--- config.mk ---
export PLATFORM = sky130hd
export DESIGN_NAME = bwc_window_csr
export DESIGN_NICKNAME = d
export VERILOG_FILES = /design/src/rtl/bwc_pkg.sv /design/src/rtl/bwc_window_csr.sv
export SDC_FILE = /design/constraint.sdc
export NUM_CORES = 1
export LEC_CHECK = 0
export BUFFER_PORTS_ARGS = -buffer_cell sky130_fd_sc_hd__buf_2
export CORE_MARGIN = 1
export CORE_UTILIZATION = 40
export DETAILED_ROUTE_END_ITERATION = 8
export GPL_TIMING_DRIVEN = 0
export MAX_ROUTING_LAYER = met4
export PLACE_DENSITY = 0.74
export SYNTH_ARGS = -nofsm -noshare
export SYNTH_HDL_FRONTEND = slang
export SYNTH_SLANG_ARGS = --single-unit
--- constraint.sdc ---
create_clock -name mclk -period 2.8 [get_ports mclk]
set_input_delay 0.14 -clock mclk [delete_from_list [all_inputs] [get_ports mclk]]
set_output_delay 0.14 -clock mclk [all_outputs]
set_load 0.005 [all_outputs]
--- src/rtl/bwc_pkg.sv ---
// constants and types for the bus window control/status logic
package bwc_pkg;

    // register index on the plain register port
    localparam int          ADDR_W         = 3;
    localparam logic [2:0]  OFF_CSR_A      = 3'h0;
    localparam logic [2:0]  OFF_CSR_B      = 3'h1;
    localparam logic [2:0]  OFF_INT_STAT   = 3'h2;
    localparam logic [2:0]  OFF_INT_MASK   = 3'h3;

    localparam int          DATA_W         = 16;
    localparam int          NPORT          = 2;

    // field positions of window_control_status
    localparam int          BIT_ERR        = 15;
    localparam int          BIT_TMO        = 14;
    localparam int          BIT_PWR        = 13;
    localparam int          BIT_ATTN       = 12;
    localparam int          BIT_IE         = 6;
    localparam int          BIT_TE         = 4;
    localparam int          BIT_WE         = 1;
    localparam int          BIT_ND         = 0;

    // implemented bits; the rest read as zero
    localparam logic [15:0] CSR_IMPL_MASK  = 16'hf053;
    localparam logic [15:0] CSR_RST        = 16'h0000;
    localparam logic [1:0]  INT_STAT_RST   = 2'h0;
    localparam logic [1:0]  INT_MASK_RST   = 2'h0;
    localparam logic [15:0] RDATA_RST      = 16'h0000;

    // originator activity seen on one bus
    typedef struct packed {
        logic start;    // window transaction begins
        logic write;    // write, byte write or read-pause then write
        logic read;     // read or read-pause
        logic timeout;  // slave-sync timeout while mastering far bus
        logic aclo;     // power low on this bus
        logic attn;     // attention event, sets bit 12
        logic nd_clr;   // far side took the new data
    } bwc_evt_s;

    localparam bwc_evt_s    EVT_RST        = '0;

endpackage : bwc_pkg

--- src/rtl/bwc_window_csr.sv ---
// control/status and error logic of both ports of a two-bus window
//
// Overview of operation
// - interrupt when bit 15 or bit 12 set, enable bit 6 set and the port's bit in the interrupt mask register set
// - write-zero-only bits read fully; writing one leaves them alone
// - new data bit 0 set by writing one; writing zero changes nothing
// - bus initialize clears every control/status bit
// - error when originator starts while far transfer enable clear
// - error on write cycle while far write enable clear
// - slave-sync timeout on far bus sets error and bit 14
// - far power low sets error and bit 13; cleared by power return
// - simultaneous reads from both buses set the error bit
// - software writes zero to bit 15 to clear the error, except while bit 13 is set
// - while error set, transactions from that bus get no answer
`timescale 1ns/1ns
`default_nettype none

module bwc_window_csr
(
    input  wire logic                          mclk,
    input  wire logic                          rst_n,
    input  wire logic                          bus_init,
    input  wire bwc_pkg::bwc_evt_s             evt_a,
    input  wire bwc_pkg::bwc_evt_s             evt_b,
    input  wire logic [bwc_pkg::ADDR_W-1:0]    reg_addr,
    input  wire logic [bwc_pkg::DATA_W-1:0]    reg_wdata,
    input  wire logic                          reg_wr,
    input  wire logic                          reg_rd,
    output logic      [bwc_pkg::DATA_W-1:0]    reg_rdata,
    output logic                               irq,
    output logic                               pass_a,
    output logic                               pass_b
);

    // synchronisers and edge history
    bwc_pkg::bwc_evt_s           ev_s1_reg [bwc_pkg::NPORT];
    bwc_pkg::bwc_evt_s           ev_s2_reg [bwc_pkg::NPORT];
    bwc_pkg::bwc_evt_s           ev_d_reg  [bwc_pkg::NPORT];
    logic                        init_s1_reg;
    logic                        init_s2_reg;

    logic [15:0]                 csr_reg   [bwc_pkg::NPORT];
    logic [15:0]                 csr_next  [bwc_pkg::NPORT];
    logic [1:0]                  int_stat_reg;
    logic [1:0]                  int_stat_next;
    logic [1:0]                  int_mask_reg;
    logic [15:0]                 rdata_reg;
    logic                        irq_reg;
    logic [1:0]                  pass_reg;
    logic [1:0]                  pass_next;

    logic [1:0]                  start_p;
    logic [1:0]                  tmo_p;
    logic [1:0]                  attn_p;
    logic [1:0]                  ndclr_p;
    logic [1:0]                  rd_lv;
    logic [1:0]                  wr_lv;
    logic [1:0]                  aclo_lv;
    logic [1:0]                  aclo_fall;
    logic [1:0]                  viol;
    logic [1:0]                  cause;
    logic [1:0]                  csr_wr;

    // pin inputs pass two flip-flops before use
    always_ff @(posedge mclk)
    begin
        if (!rst_n)
        begin
            for (int s = 0; s < bwc_pkg::NPORT; s++)
            begin
                ev_s1_reg[s] <= bwc_pkg::EVT_RST;
                ev_s2_reg[s] <= bwc_pkg::EVT_RST;
                ev_d_reg[s]  <= bwc_pkg::EVT_RST;
            end
            init_s1_reg <= 1'b0;
            init_s2_reg <= 1'b0;
        end
        else
        begin
            ev_s1_reg[0] <= evt_a;
            ev_s1_reg[1] <= evt_b;
            for (int s = 0; s < bwc_pkg::NPORT; s++)
            begin
                ev_s2_reg[s] <= ev_s1_reg[s];
                ev_d_reg[s]  <= ev_s2_reg[s];
            end
            init_s1_reg <= bus_init;
            init_s2_reg <= init_s1_reg;
        end
    end

    // per-port event decode
    always_comb
    begin
        for (int s = 0; s < bwc_pkg::NPORT; s++)
        begin
            start_p[s]   = ev_s2_reg[s].start & ~ev_d_reg[s].start;
            tmo_p[s]     = ev_s2_reg[s].timeout & ~ev_d_reg[s].timeout;
            attn_p[s]    = ev_s2_reg[s].attn & ~ev_d_reg[s].attn;
            ndclr_p[s]   = ev_s2_reg[s].nd_clr & ~ev_d_reg[s].nd_clr;
            rd_lv[s]     = ev_s2_reg[s].read;
            wr_lv[s]     = ev_s2_reg[s].write;
            aclo_lv[s]   = ev_s2_reg[s].aclo;
            aclo_fall[s] = ev_d_reg[s].aclo & ~ev_s2_reg[s].aclo;
        end
        csr_wr[0] = reg_wr && (reg_addr == bwc_pkg::OFF_CSR_A);
        csr_wr[1] = reg_wr && (reg_addr == bwc_pkg::OFF_CSR_B);
    end

    // illegal access, charged to the originating port
    always_comb
    begin
        for (int s = 0; s < bwc_pkg::NPORT; s++)
        begin
            viol[s] = (start_p[s] & ~csr_reg[1-s][bwc_pkg::BIT_TE])
                    | (start_p[s] & wr_lv[s]
                       & ~csr_reg[1-s][bwc_pkg::BIT_WE])
                    | tmo_p[s]
                    | aclo_lv[1-s]
                    | (start_p[s] & rd_lv[s]
                       & start_p[1-s] & rd_lv[1-s]);
        end
    end

    // next value of each port register
    always_comb
    begin
        for (int s = 0; s < bwc_pkg::NPORT; s++)
        begin
            csr_next[s] = csr_reg[s];
            if (ndclr_p[s])
                csr_next[s][bwc_pkg::BIT_ND] = 1'b0;
            if (csr_wr[s])
            begin
                csr_next[s][bwc_pkg::BIT_IE] = reg_wdata[bwc_pkg::BIT_IE];
                csr_next[s][bwc_pkg::BIT_TE] = reg_wdata[bwc_pkg::BIT_TE];
                csr_next[s][bwc_pkg::BIT_WE] = reg_wdata[bwc_pkg::BIT_WE];
                if (reg_wdata[bwc_pkg::BIT_ND])
                    csr_next[s][bwc_pkg::BIT_ND] = 1'b1;
                if (!reg_wdata[bwc_pkg::BIT_ERR]
                    && !csr_reg[s][bwc_pkg::BIT_PWR])
                    csr_next[s][bwc_pkg::BIT_ERR] = 1'b0;
                if (!reg_wdata[bwc_pkg::BIT_TMO])
                    csr_next[s][bwc_pkg::BIT_TMO] = 1'b0;
                if (!reg_wdata[bwc_pkg::BIT_ATTN])
                    csr_next[s][bwc_pkg::BIT_ATTN] = 1'b0;
            end
            // power back on the far bus ends the power error
            if (aclo_fall[1-s])
            begin
                csr_next[s][bwc_pkg::BIT_PWR] = 1'b0;
                csr_next[s][bwc_pkg::BIT_ERR] = 1'b0;
            end
            // hardware sets win over software clears
            if (viol[s])
                csr_next[s][bwc_pkg::BIT_ERR] = 1'b1;
            if (tmo_p[s])
                csr_next[s][bwc_pkg::BIT_TMO] = 1'b1;
            if (aclo_lv[1-s])
                csr_next[s][bwc_pkg::BIT_PWR] = 1'b1;
            if (attn_p[s])
                csr_next[s][bwc_pkg::BIT_ATTN] = 1'b1;
            csr_next[s] = csr_next[s] & bwc_pkg::CSR_IMPL_MASK;
            if (init_s2_reg)
                csr_next[s] = bwc_pkg::CSR_RST;
        end
    end

    always_ff @(posedge mclk)
    begin
        if (!rst_n)
        begin
            csr_reg[0] <= bwc_pkg::CSR_RST;
            csr_reg[1] <= bwc_pkg::CSR_RST;
        end
        else
        begin
            csr_reg[0] <= csr_next[0];
            csr_reg[1] <= csr_next[1];
        end
    end

    // forward a transaction only while the port is free of error
    always_comb
    begin
        for (int s = 0; s < bwc_pkg::NPORT; s++)
            pass_next[s] = start_p[s] & ~viol[s]
                         & ~csr_reg[s][bwc_pkg::BIT_ERR];
    end

    always_ff @(posedge mclk)
    begin
        if (!rst_n)
            pass_reg <= 2'h0;
        else
            pass_reg <= pass_next;
    end

    // interrupt causes, sticky status, write one to clear
    always_comb
    begin
        for (int s = 0; s < bwc_pkg::NPORT; s++)
            cause[s] = (csr_reg[s][bwc_pkg::BIT_ERR]
                        | csr_reg[s][bwc_pkg::BIT_ATTN])
                     & csr_reg[s][bwc_pkg::BIT_IE];
        int_stat_next = int_stat_reg;
        if (reg_wr && (reg_addr == bwc_pkg::OFF_INT_STAT))
            int_stat_next = int_stat_reg & ~reg_wdata[1:0];
        int_stat_next = int_stat_next | cause;
    end

    always_ff @(posedge mclk)
    begin
        if (!rst_n)
        begin
            int_stat_reg <= bwc_pkg::INT_STAT_RST;
            int_mask_reg <= bwc_pkg::INT_MASK_RST;
            irq_reg      <= 1'b0;
        end
        else
        begin
            int_stat_reg <= int_stat_next;
            if (reg_wr && (reg_addr == bwc_pkg::OFF_INT_MASK))
                int_mask_reg <= reg_wdata[1:0];
            irq_reg <= |(int_stat_reg & int_mask_reg);
        end
    end

    // read data stand only in the cycle after the strobe
    always_ff @(posedge mclk)
    begin
        if (!rst_n)
            rdata_reg <= bwc_pkg::RDATA_RST;
        else if (reg_rd)
        begin
            case (reg_addr)
                bwc_pkg::OFF_CSR_A:    rdata_reg <= csr_reg[0];
                bwc_pkg::OFF_CSR_B:    rdata_reg <= csr_reg[1];
                bwc_pkg::OFF_INT_STAT: rdata_reg <= {14'h0000, int_stat_reg};
                bwc_pkg::OFF_INT_MASK: rdata_reg <= {14'h0000, int_mask_reg};
                default:               rdata_reg <= bwc_pkg::RDATA_RST;
            endcase
        end
        else
            rdata_reg <= bwc_pkg::RDATA_RST;
    end

    assign reg_rdata = rdata_reg;
    assign irq       = irq_reg;
    assign pass_a    = pass_reg[0];
    assign pass_b    = pass_reg[1];
endmodule : bwc_window_csr

`default_nettype wire

==> flow_summary.ini, run 1 <==
[status]
status = complete, no violations

[cells_and_area]
largest_reg_flops = 16
final_core_util = 0.5239
antenna_cells = 0
syn_to_final_growth_pct = 26.67
fin_cells = 386
final_layout_size_suffix_gt1_frac = 0.2219
nets = 345

[sta]
finalMaxSlewViolations = 0
setup_viol = 0
period_needed_ps = 1342
grt_setup_unrepaired = no
fin_worst_skew_ps = 7.484
fmax_mhz = 745.0
fin_ws_ps = 1458
fin_crit_sh = 0.4794
fin_tns_setup_ps = 0
hold_viol = 0

[pwr]
combPwrFrac = 0.069
seqPwrFrac = 0.540
leakage_nw = 1.283
switching_power_mw = 0.4360
cellPowerDensity_nw_per_um2 = 633.0
vdd_drop_max_uv = 372.3
switching_share = 0.2221
clkPwrFrac = 0.391
p_int_mw = 1.527

[routing]
wl_mm = 4.496
wl_per_cell_um = 11.65
drc = 0
viasPerCell = 4.443
drt_pass1_iterations = 4
vias = 1715
dr.first_iter.drc_count = 74
final_antenna_net_count = 0

[setup_path]
arrival_ps = 1560
r2r_setup_slack_ps = 1480
reg2reg_depth = 4
worstReg2RegEnd = pass_reg[0]$_SDFF_PN0_
slowest_delay_ps = 550
path_depth = 5
required_ps = 3020
slowest_stage = dlygate4sd3_1
endpoint_kind = register
critPathBufInv = 2
crit-reg2reg-launch = csr_reg[0][17]$_SDFFE_PP0N_
crit_family = buffers and inverters
crit_path_max_fanout = 9
worstSetupStartpointType = input port
worst-setup-path-type = in -> reg
cp_cell_sequence = dlygate4sd3_1, buf_6, or3_4, o311ai_2, a31oi_1

[synth]
syn_inst = 236
netlist_area_sq_um = 2449
ys_types = 29
yosysSeqAreaShare = 0.5805
ys_ff_latch = 71
synth.avg_cell_area_sq_um = 10.38
synth_warnings = 0

[floorplan]
io_pins = 57
initial_core_util = 0.4136
die_area_sq_um = 6438
num_rows = 28
die-width_um = 80.24
core_sq_um = 5921
die_y_um = 80.24

[clock_network]
cts_hold_buffers = 16
insertion_delay_ps = 340
htreeDepth = 3
clock_sinks = 71
numCtsBuffers = 9
postCtsSetupBuffers = 0
clkTransAtPathRegs_ps = 70
clock_path_buffers = 2
cts-root-buf = clkbuf_8
cts_resized = 0
cts_tree = done

[hold_path]
whs_endpoint = csr_reg[0][20]$_SDFFE_PP0N_
hp-start = reg_wdata[4]
min_path_type = in -> reg
hold_depth = 3

[placement]
placedCellCount = 355
dp_hpwl_mm = 3.197
place.gp.congestion = 0.8456
pre_cts_ws_ps = 1509
io_buffers = 37

[global_routing]
grt_overflow_total = 0
grt_pass1_vias = 1683
antenna_found_initial = 0
grt_pass1_wl_mm = 7.541
grt_util_all_layers = 0.1680
grt_max_degree = 13

[run]
drv_cap = 0
[cell usage after synthesis]
library cell | count | area share
o21ai_0 | 6 | 0.012
o311ai_2 | 2 | 0.013
and2_1 | 40 | 0.10
inv_1 | 4 | 0.0061
nor3b_1 | 4 | 0.012
buf_6 | 3 | 0.014
a21boi_0 | 2 | 0.0061
nor2_1 | 9 | 0.014
nor4b_1 | 2 | 0.0072
mux2i_1 | 8 | 0.033
nand2b_1 | 12 | 0.031
or3_1 | 2 | 0.0051
a21oi_1 | 16 | 0.033
dfxtp_1 | 71 | 0.58
and4bb_2 | 1 | 0.0051
mux4_2 | 2 | 0.018
nand2_1 | 21 | 0.032
o21ai_1 | 2 | 0.0041
buf_4 | 8 | 0.025
nand4b_1 | 1 | 0.0036
or3_4 | 1 | 0.0046
clkbuf_1 | 7 | 0.011
nor2b_1 | 3 | 0.0077
a22oi_1 | 1 | 0.0031
a31oi_1 | 2 | 0.0051
nand2_2 | 1 | 0.0026
conb_1 | 1 | 0.0015
nand3_1 | 2 | 0.0041
nor3_1 | 2 | 0.0041
[power by group through the flow]
stage | Clock [mW] | Sequential, mW | Combinational [mW]
global route | 0.827 | 1.06 | 0.151
CTS | 0.794 | 1.06 | 0.135
global placement | 0 | 1.08 | 0.117
detailed placement | 0 | 1.08 | 0.118
finish | 0.768 | 1.06 | 0.135
floorplan | 0 | 1.08 | 0.0790
[metal layers]
metal,wire length (um),vias up,GRT usage,part of all wire
met2,2051,53,0.2692,0.46
met4,78,0,0.09107,0.017
li1,-,905,-,-
met5,0,-,-,0
met3,313,5,0.06250,0.070
met1,2052,752,0.1804,0.46
[cell usage in the layout (no fill, tap or decap), types with 8 or more instances in the layout]
cell type	count
nand2b_1	12
mux2i_1	8
conb_1	8
nor2_1	9
and2_1	40
a21oi_1	16
dlygate4sd3_1	16
buf_2	37
buf_4	8
clkbuf_8	9
clkbuf_1	8
nand2_1	21
dfxtp_1	71
[metrics by stage]
step / hold WS [ps] / cell area (sq um) / power (mW)
after floorplan: 267.3 / 2475 / 1.157
after global placement: 343.6 / 2754 / 1.199
after detailed placement: 348.5 / 2754 / 1.201
after CTS: 29.34 / 3102 / 1.989
after global routing: 64.17 / 3102 / 2.042
final: 57.04 / 3102 / 1.963
[area by class of cell]
type                    instances  area, sq um
repair buffers                 53        345.3
clock buffers                  10        127.6
clock inverters                 5        60.06
inverters                       4        15.01
plain buffers                  18        120.1
flip-flops and latches         71         1421
fillers                       553         2819
well taps                      75        93.84
multi-input cells             150        918.4
[tightest hold or removal path, cell delays in order]
cell and delay (ps):
buf_2 120, nand2_1 50, a21oi_1 50
[logic make-up after synthesis]
group	after synthesis	synth area share
other cells	1	0.001531
mux	10	0.05110
compound gates	31	0.07665
buf+inv	22	0.05519
flops	71	0.5805
simple gates	101	0.2351
[worst max path at each step]
stage / from / endpoint / slack, ps
after floorplan: ev_d_reg[0][13]$_SDFF_PN0_ / pass_reg[1]$_SDFF_PN0_ / 1730
after global placement: init_s2_reg$_SDFF_PN0_ / csr_reg[0][30]$_SDFF_PP0_ / 1510
after detailed placement: init_s2_reg$_SDFF_PN0_ / csr_reg[0][29]$_SDFF_PP0_ / 1510
after CTS: reg_addr[2] / csr_reg[0][31]$_SDFF_PP0_ / 1490
after global routing: init_s2_reg$_SDFF_PN0_ / csr_reg[0][28]$_SDFF_PP0_ / 1380
final: reg_addr[2] / csr_reg[0][31]$_SDFF_PP0_ / 1460
Power figures use the tool's default switching activity.
==> run 2, diff against run 1 <==
--- a/config.mk
+++ b/config.mk
@@ -11,7 +11,7 @@
 export DETAILED_ROUTE_END_ITERATION = 8
 export GPL_TIMING_DRIVEN = 0
 export MAX_ROUTING_LAYER = met4
-export PLACE_DENSITY = 0.74
+export PLACE_DENSITY = 0.77
 export SYNTH_ARGS = -nofsm -noshare
 export SYNTH_HDL_FRONTEND = slang
 export SYNTH_SLANG_ARGS = --single-unit
==> constraint.sdc (replaced) <==
create_clock -name mclk -period 1.2 [get_ports mclk]
set_input_delay 0.06 -clock mclk [delete_from_list [all_inputs] [get_ports mclk]]
set_output_delay 0.06 -clock mclk [all_outputs]
set_load 0.005 [all_outputs]
==> run 2 against run 1 <==
Net effect:
- first-iteration DRC count shrank 15%
- routed wire length grew 2.7%
- largest cell class unchanged
- sequential power grew 130%
- final cell count grew 1.3%
- clock power grew 140%
- clock skew shrank 0.68 ps
==> flow_summary.ini, run 2 (same netlist as run 1, synthesis figures left out) <==
[pwr]
cellPowerDensity_nw_per_um2 = 1449
vdd_drop_max_uv = 802.8
leakage_nw = 1.321
power.total_mw = 4.618

[setup_path]
r2r_setup_slack_ps = 80
endpoint_kind = register
required_ps = 1420
crit_path_max_fanout = 3
cp-endpoint = pass_reg[1]$_SDFF_PN0_
arrival_ps = 1340
crit_start = ev_s2_reg[0][13]$_SDFF_PN0_
worst-setup-path-type = reg -> reg
reg2reg_depth = 4
worstReg2RegEnd = pass_reg[1]$_SDFF_PN0_
worstSetupStartpointType = register
crit-reg2reg-launch = ev_s2_reg[0][13]$_SDFF_PN0_

[routing]
m1WireLength_mm = 2.097
wl_per_cell_um = 11.81
wl_met3_um = 288
wl_mm = 4.618
final_antenna_net_count = 0
vias = 1743
drt_pass1_iterations = 4
drc = 0
routed.top_layer = met4
dr_wl_met2_mm = 2.159
dr.first_iter.drc_count = 63
viasPerCell = 4.458

[sta]
fin_worst_skew_ps = 6.800
setup_viol = 0
grt_setup_unrepaired = no
fin_tns_setup_ps = 0
finalMaxSlewViolations = 0
fin_crit_sh = 0.9334
hold_viol = 0
worst_slew_pin_slew_ps = 517.7
period_needed_ps = 1120
relSlewSlack = 0.6549
fmax_mhz = 892.8

[floorplan]
die_y_um = 80.24
core_sq_um = 5921
io_pins = 57
die_area_sq_um = 6438
die-width_um = 80.24
num_rows = 28
initial_core_util = 0.4136

[clock_network]
clkTransAtPathRegs_ps = 70
numCtsBuffers = 9
cts_tree = done
postCtsSetupBuffers = 0
cts-root-buf = clkbuf_8
htreeDepth = 3
insertion_delay_ps = 340
clock_sinks = 71
clock_path_buffers = 2

[cells_and_area]
final_common_cell = dfxtp_1
fin_area_sq_um = 3188
fillers = 545
antenna_cells = 0
largest_reg_flops = 16
nets = 349
syn_to_final_growth_pct = 30.20
final_layout_size_suffix_gt1_frac = 0.2468
mostFrequentLayoutCells = dfxtp_1 (71), and2_1 (40), buf_2 (37)
fin_cells = 391

[global_routing]
antenna_found_initial = 0
grt_util_all_layers = 0.1703
grt_pass1_vias = 1715
grt_overflow_total = 0
grt_max_degree = 13
grt_pass1_wl_mm = 7.776

[run]
drv_cap = 0

[placement]
placedCellCount = 355
place_area_sq_um = 2754
place.gp.congestion = 0.8570
io_buffers = 37
dp_hpwl_mm = 3.221

[hold_path]
min_path_type = in -> reg
hp-start = reg_wdata[14]

[status]
status = complete, no violations
==> run 2: how the worst min path moves through the flow <==
stage                                             to  slack (ps)  cells after the start
final                      csr_reg[0][14]$_SDFF_PP0_          30                      3
after global routing       csr_reg[0][14]$_SDFF_PP0_          40                      3
after CTS                  csr_reg[0][14]$_SDFF_PP0_          10                      3
after detailed placement     reg_rdata[0]$_SDFF_PN0_         270                      2
after global placement       reg_rdata[1]$_SDFF_PN0_         260                      2
after floorplan           ev_s1_reg[0][0]$_SDFF_PN0_         190                      1
==> run 2: layout make-up <==
type,instances,area [sq um],area share
plain buffers,17,117.6,0.03689
clock inverters,6,61.31,0.01923
clock buffers,10,127.6,0.04003
flip-flops and latches,71,1421,0.4458
repair buffers,58,395.4,0.1240
multi-input cells,150,955.9,0.2998
well taps,75,93.84,0.02943
inverters,4,15.01,0.004710
==> run 2: power by group <==
| part | total, mW | switching [mW] | internal, mW |
|---|---|---|---|
| combinational | 0.334 | 0.144 | 0.191 |
| sequential | 2.48 | 0.0384 | 2.44 |
| clock | 1.81 | 0.857 | 0.952 |
==> run 2: through the flow <==
stage	worst slack (ps)	hold slack [ps]	utilization
after global placement	-113.5	263.0	0.4651
after detailed placement	-124.7	269.1	0.4651
after CTS	-0.9416	12.57	0.5330
after global routing	2.012	43.48	0.5385
after floorplan	128.9	187.3	-
final	79.87	33.61	0.5385
==> run 2: layer usage <==
metal / vias to the layer above / global-route usage
li1: 904 / -
met5: - / -
met2: 52 / 0.2726
met1: 780 / 0.1910
met4: 0 / 0.08036
met3: 7 / 0.05795
==> run 2: what timing repair did <==
item / CTS / global route
endpoints found under the hold margin: 25 / 0
endpoints found under the setup margin: 12 / 2
pin swaps: 0 / 0
hold buffers: 21 / 0
resized for setup: 2 / 6
==> run 2: worst max-delay path, stage by stage (launching register included) <==
cell      delay (ps)
dfxtp_1          370
nand2b_4          80
or3_4            400
nand2_2          100
nor4b_2           50
==> run 3, diff against run 2 <==
--- a/config.mk
+++ b/config.mk
@@ -8,6 +8,7 @@
 export BUFFER_PORTS_ARGS = -buffer_cell sky130_fd_sc_hd__buf_2
 export CORE_MARGIN = 1
 export CORE_UTILIZATION = 40
+export CTS_BUF_LIST = sky130_fd_sc_hd__clkbuf_16
 export DETAILED_ROUTE_END_ITERATION = 8
 export GPL_TIMING_DRIVEN = 0
 export MAX_ROUTING_LAYER = met4
==> run 3 against run 2 <==
Net effect:
- via count down 0.63%
- sequential cell count unchanged
- non-clock buffer count down 3
- utilization up 1.1 points
==> flow_summary.ini, run 3 (same netlist as run 1, synthesis figures left out) <==
[status]
status = complete, no violations

[clock_network]
numCtsBuffers = 9
cts-root-buf = clkbuf_16
htreeDepth = 3
clkTransAtPathRegs_ps = 50
cts_tree = done
insertion_delay_ps = 330
clock_path_buffers = 2
clock_sinks = 71

[placement]
place.gp.congestion = 0.8570
io_buffers = 37
place_area_sq_um = 2754
dp_hpwl_mm = 3.221

[routing]
final_antenna_net_count = 0
wl_per_cell_um = 11.88
viasPerCell = 4.464
dr.first_iter.drc_count = 75
drt_pass1_iterations = 4
vias = 1732
wl_mm = 4.611
drc = 0

[global_routing]
grt_util_all_layers = 0.1678
antenna_found_initial = 0
grt_overflow_total = 0
grt_max_degree = 13
grt_pass1_vias = 1680
grt_pass1_wl_mm = 7.624

[cells_and_area]
largest_reg_flops = 16
nets = 346
final_common_cell = dfxtp_1
fin_area_sq_um = 3252
syn_to_final_growth_pct = 32.81
final_core_util = 0.5492
final_layout_size_suffix_gt1_frac = 0.2460
antenna_cells = 0
mostFrequentLayoutCells = dfxtp_1 (71), and2_1 (40), buf_2 (37)

[run]
drv_cap = 0

[hold_path]
min_path_type = in -> reg
hold_depth = 3
hp-start = reg_wdata[0]
whs_endpoint = csr_reg[0][16]$_SDFF_PP0_

[sta]
hold_viol = 0
relSlewSlack = 0.6330
period_needed_ps = 1182
worst_slew_pin_slew_ps = 550.5
setup_viol = 0
fin_worst_skew_ps = 3.850
fin_crit_sh = 0.9849
fmax_mhz = 846.1
finalMaxSlewViolations = 0

[pwr]
cellPowerDensity_nw_per_um2 = 1642
vdd_drop_max_uv = 1018
leakage_nw = 1.358

[setup_path]
worst-setup-path-type = reg -> reg
required_ps = 1410
crit_start = ev_d_reg[0][13]$_SDFF_PN0_
endpoint_kind = register
r2r_setup_slack_ps = 20
crit-reg2reg-launch = ev_d_reg[0][13]$_SDFF_PN0_
worstReg2RegEnd = pass_reg[0]$_SDFF_PN0_
arrival_ps = 1390
crit_path_max_fanout = 3
reg2reg_depth = 4
worstSetupStartpointType = register

[floorplan]
num_rows = 28
initial_core_util = 0.4136
core_sq_um = 5921
die_y_um = 80.24
io_pins = 57
die_area_sq_um = 6438
die-width_um = 80.24
## run 3: changes by cell type in the layout (fill, tap and decap cells not counted), sizes merged
cell,previous run,this run
inv,4,5
dlygate4sd3,21,18
clkbuf,16,15
## run 3: routing by layer
metal | routed length, um | track usage
met2 | 2118 | 0.2632
met4 | 99 | 0.1018
met3 | 257 | 0.04773
met5 | 0 | -
met1 | 2136 | 0.1896
## run 3: through the flow
step	setup slack (ps)	cells	hold slack [ps]	total power [mW]	setup TNS, ps
after floorplan	128.9	243	187.3	2.700	0
after global placement	-113.5	355	263.0	2.798	-1057
final	18.10	388	3.674	5.339	0
after global routing	-51.62	388	7.898	5.539	-59.18
after detailed placement	-124.7	355	269.1	2.803	-1136
after CTS	6.759	388	0.9529	5.382	0
## run 3: timing repair
action                                  4_1_cts  5_1_grt
hold endpoints to repair                     20        0
gates resized for setup                       2        5
setup buffers                                 0        0
endpoints found under the setup margin       11        2
hold buffers                                 18        0
## run 3: final cells by class
| class | count | area, sq um |
|---|---|---|
| tap | 75 | 93.84 |
| multi-input combinational | 150 | 948.4 |
| timing repair buffer | 55 | 365.4 |
| inverter | 4 | 15.01 |
| clock inverter | 7 | 65.06 |
| clock buffer | 9 | 225.2 |
| sequential | 71 | 1421 |
| buffer | 17 | 117.6 |
| fill | 543 | 2669 |
## run 3: power by group
part / internal, mW / leakage, nW / switching (mW)
Clock: 1.59 / 0.146 / 0.945
Combinational: 0.183 / 0.630 / 0.143
Sequential: 2.44 / 0.581 / 0.0374
Total: 4.21 / 1.36 / 1.13
## run 3: worst max-delay path by stage
stage | to | slack, ps | cells after the start
final | pass_reg[0]$_SDFF_PN0_ | 20 | 4
after global routing | pass_reg[0]$_SDFF_PN0_ | -50 | 4
after CTS | pass_reg[0]$_SDFF_PN0_ | 7 | 4
after detailed placement | csr_reg[0][29]$_SDFF_PP0_ | -120 | 4
after floorplan | pass_reg[1]$_SDFF_PN0_ | 130 | 4
after global placement | csr_reg[0][29]$_SDFF_PP0_ | -110 | 4
## run 3: critical path, cell delays in order (launching register included)
cell	delay (ps)
dfxtp_1	290
nand2b_1	180
or3_4	420
nand2_2	110
nor4b_2	60
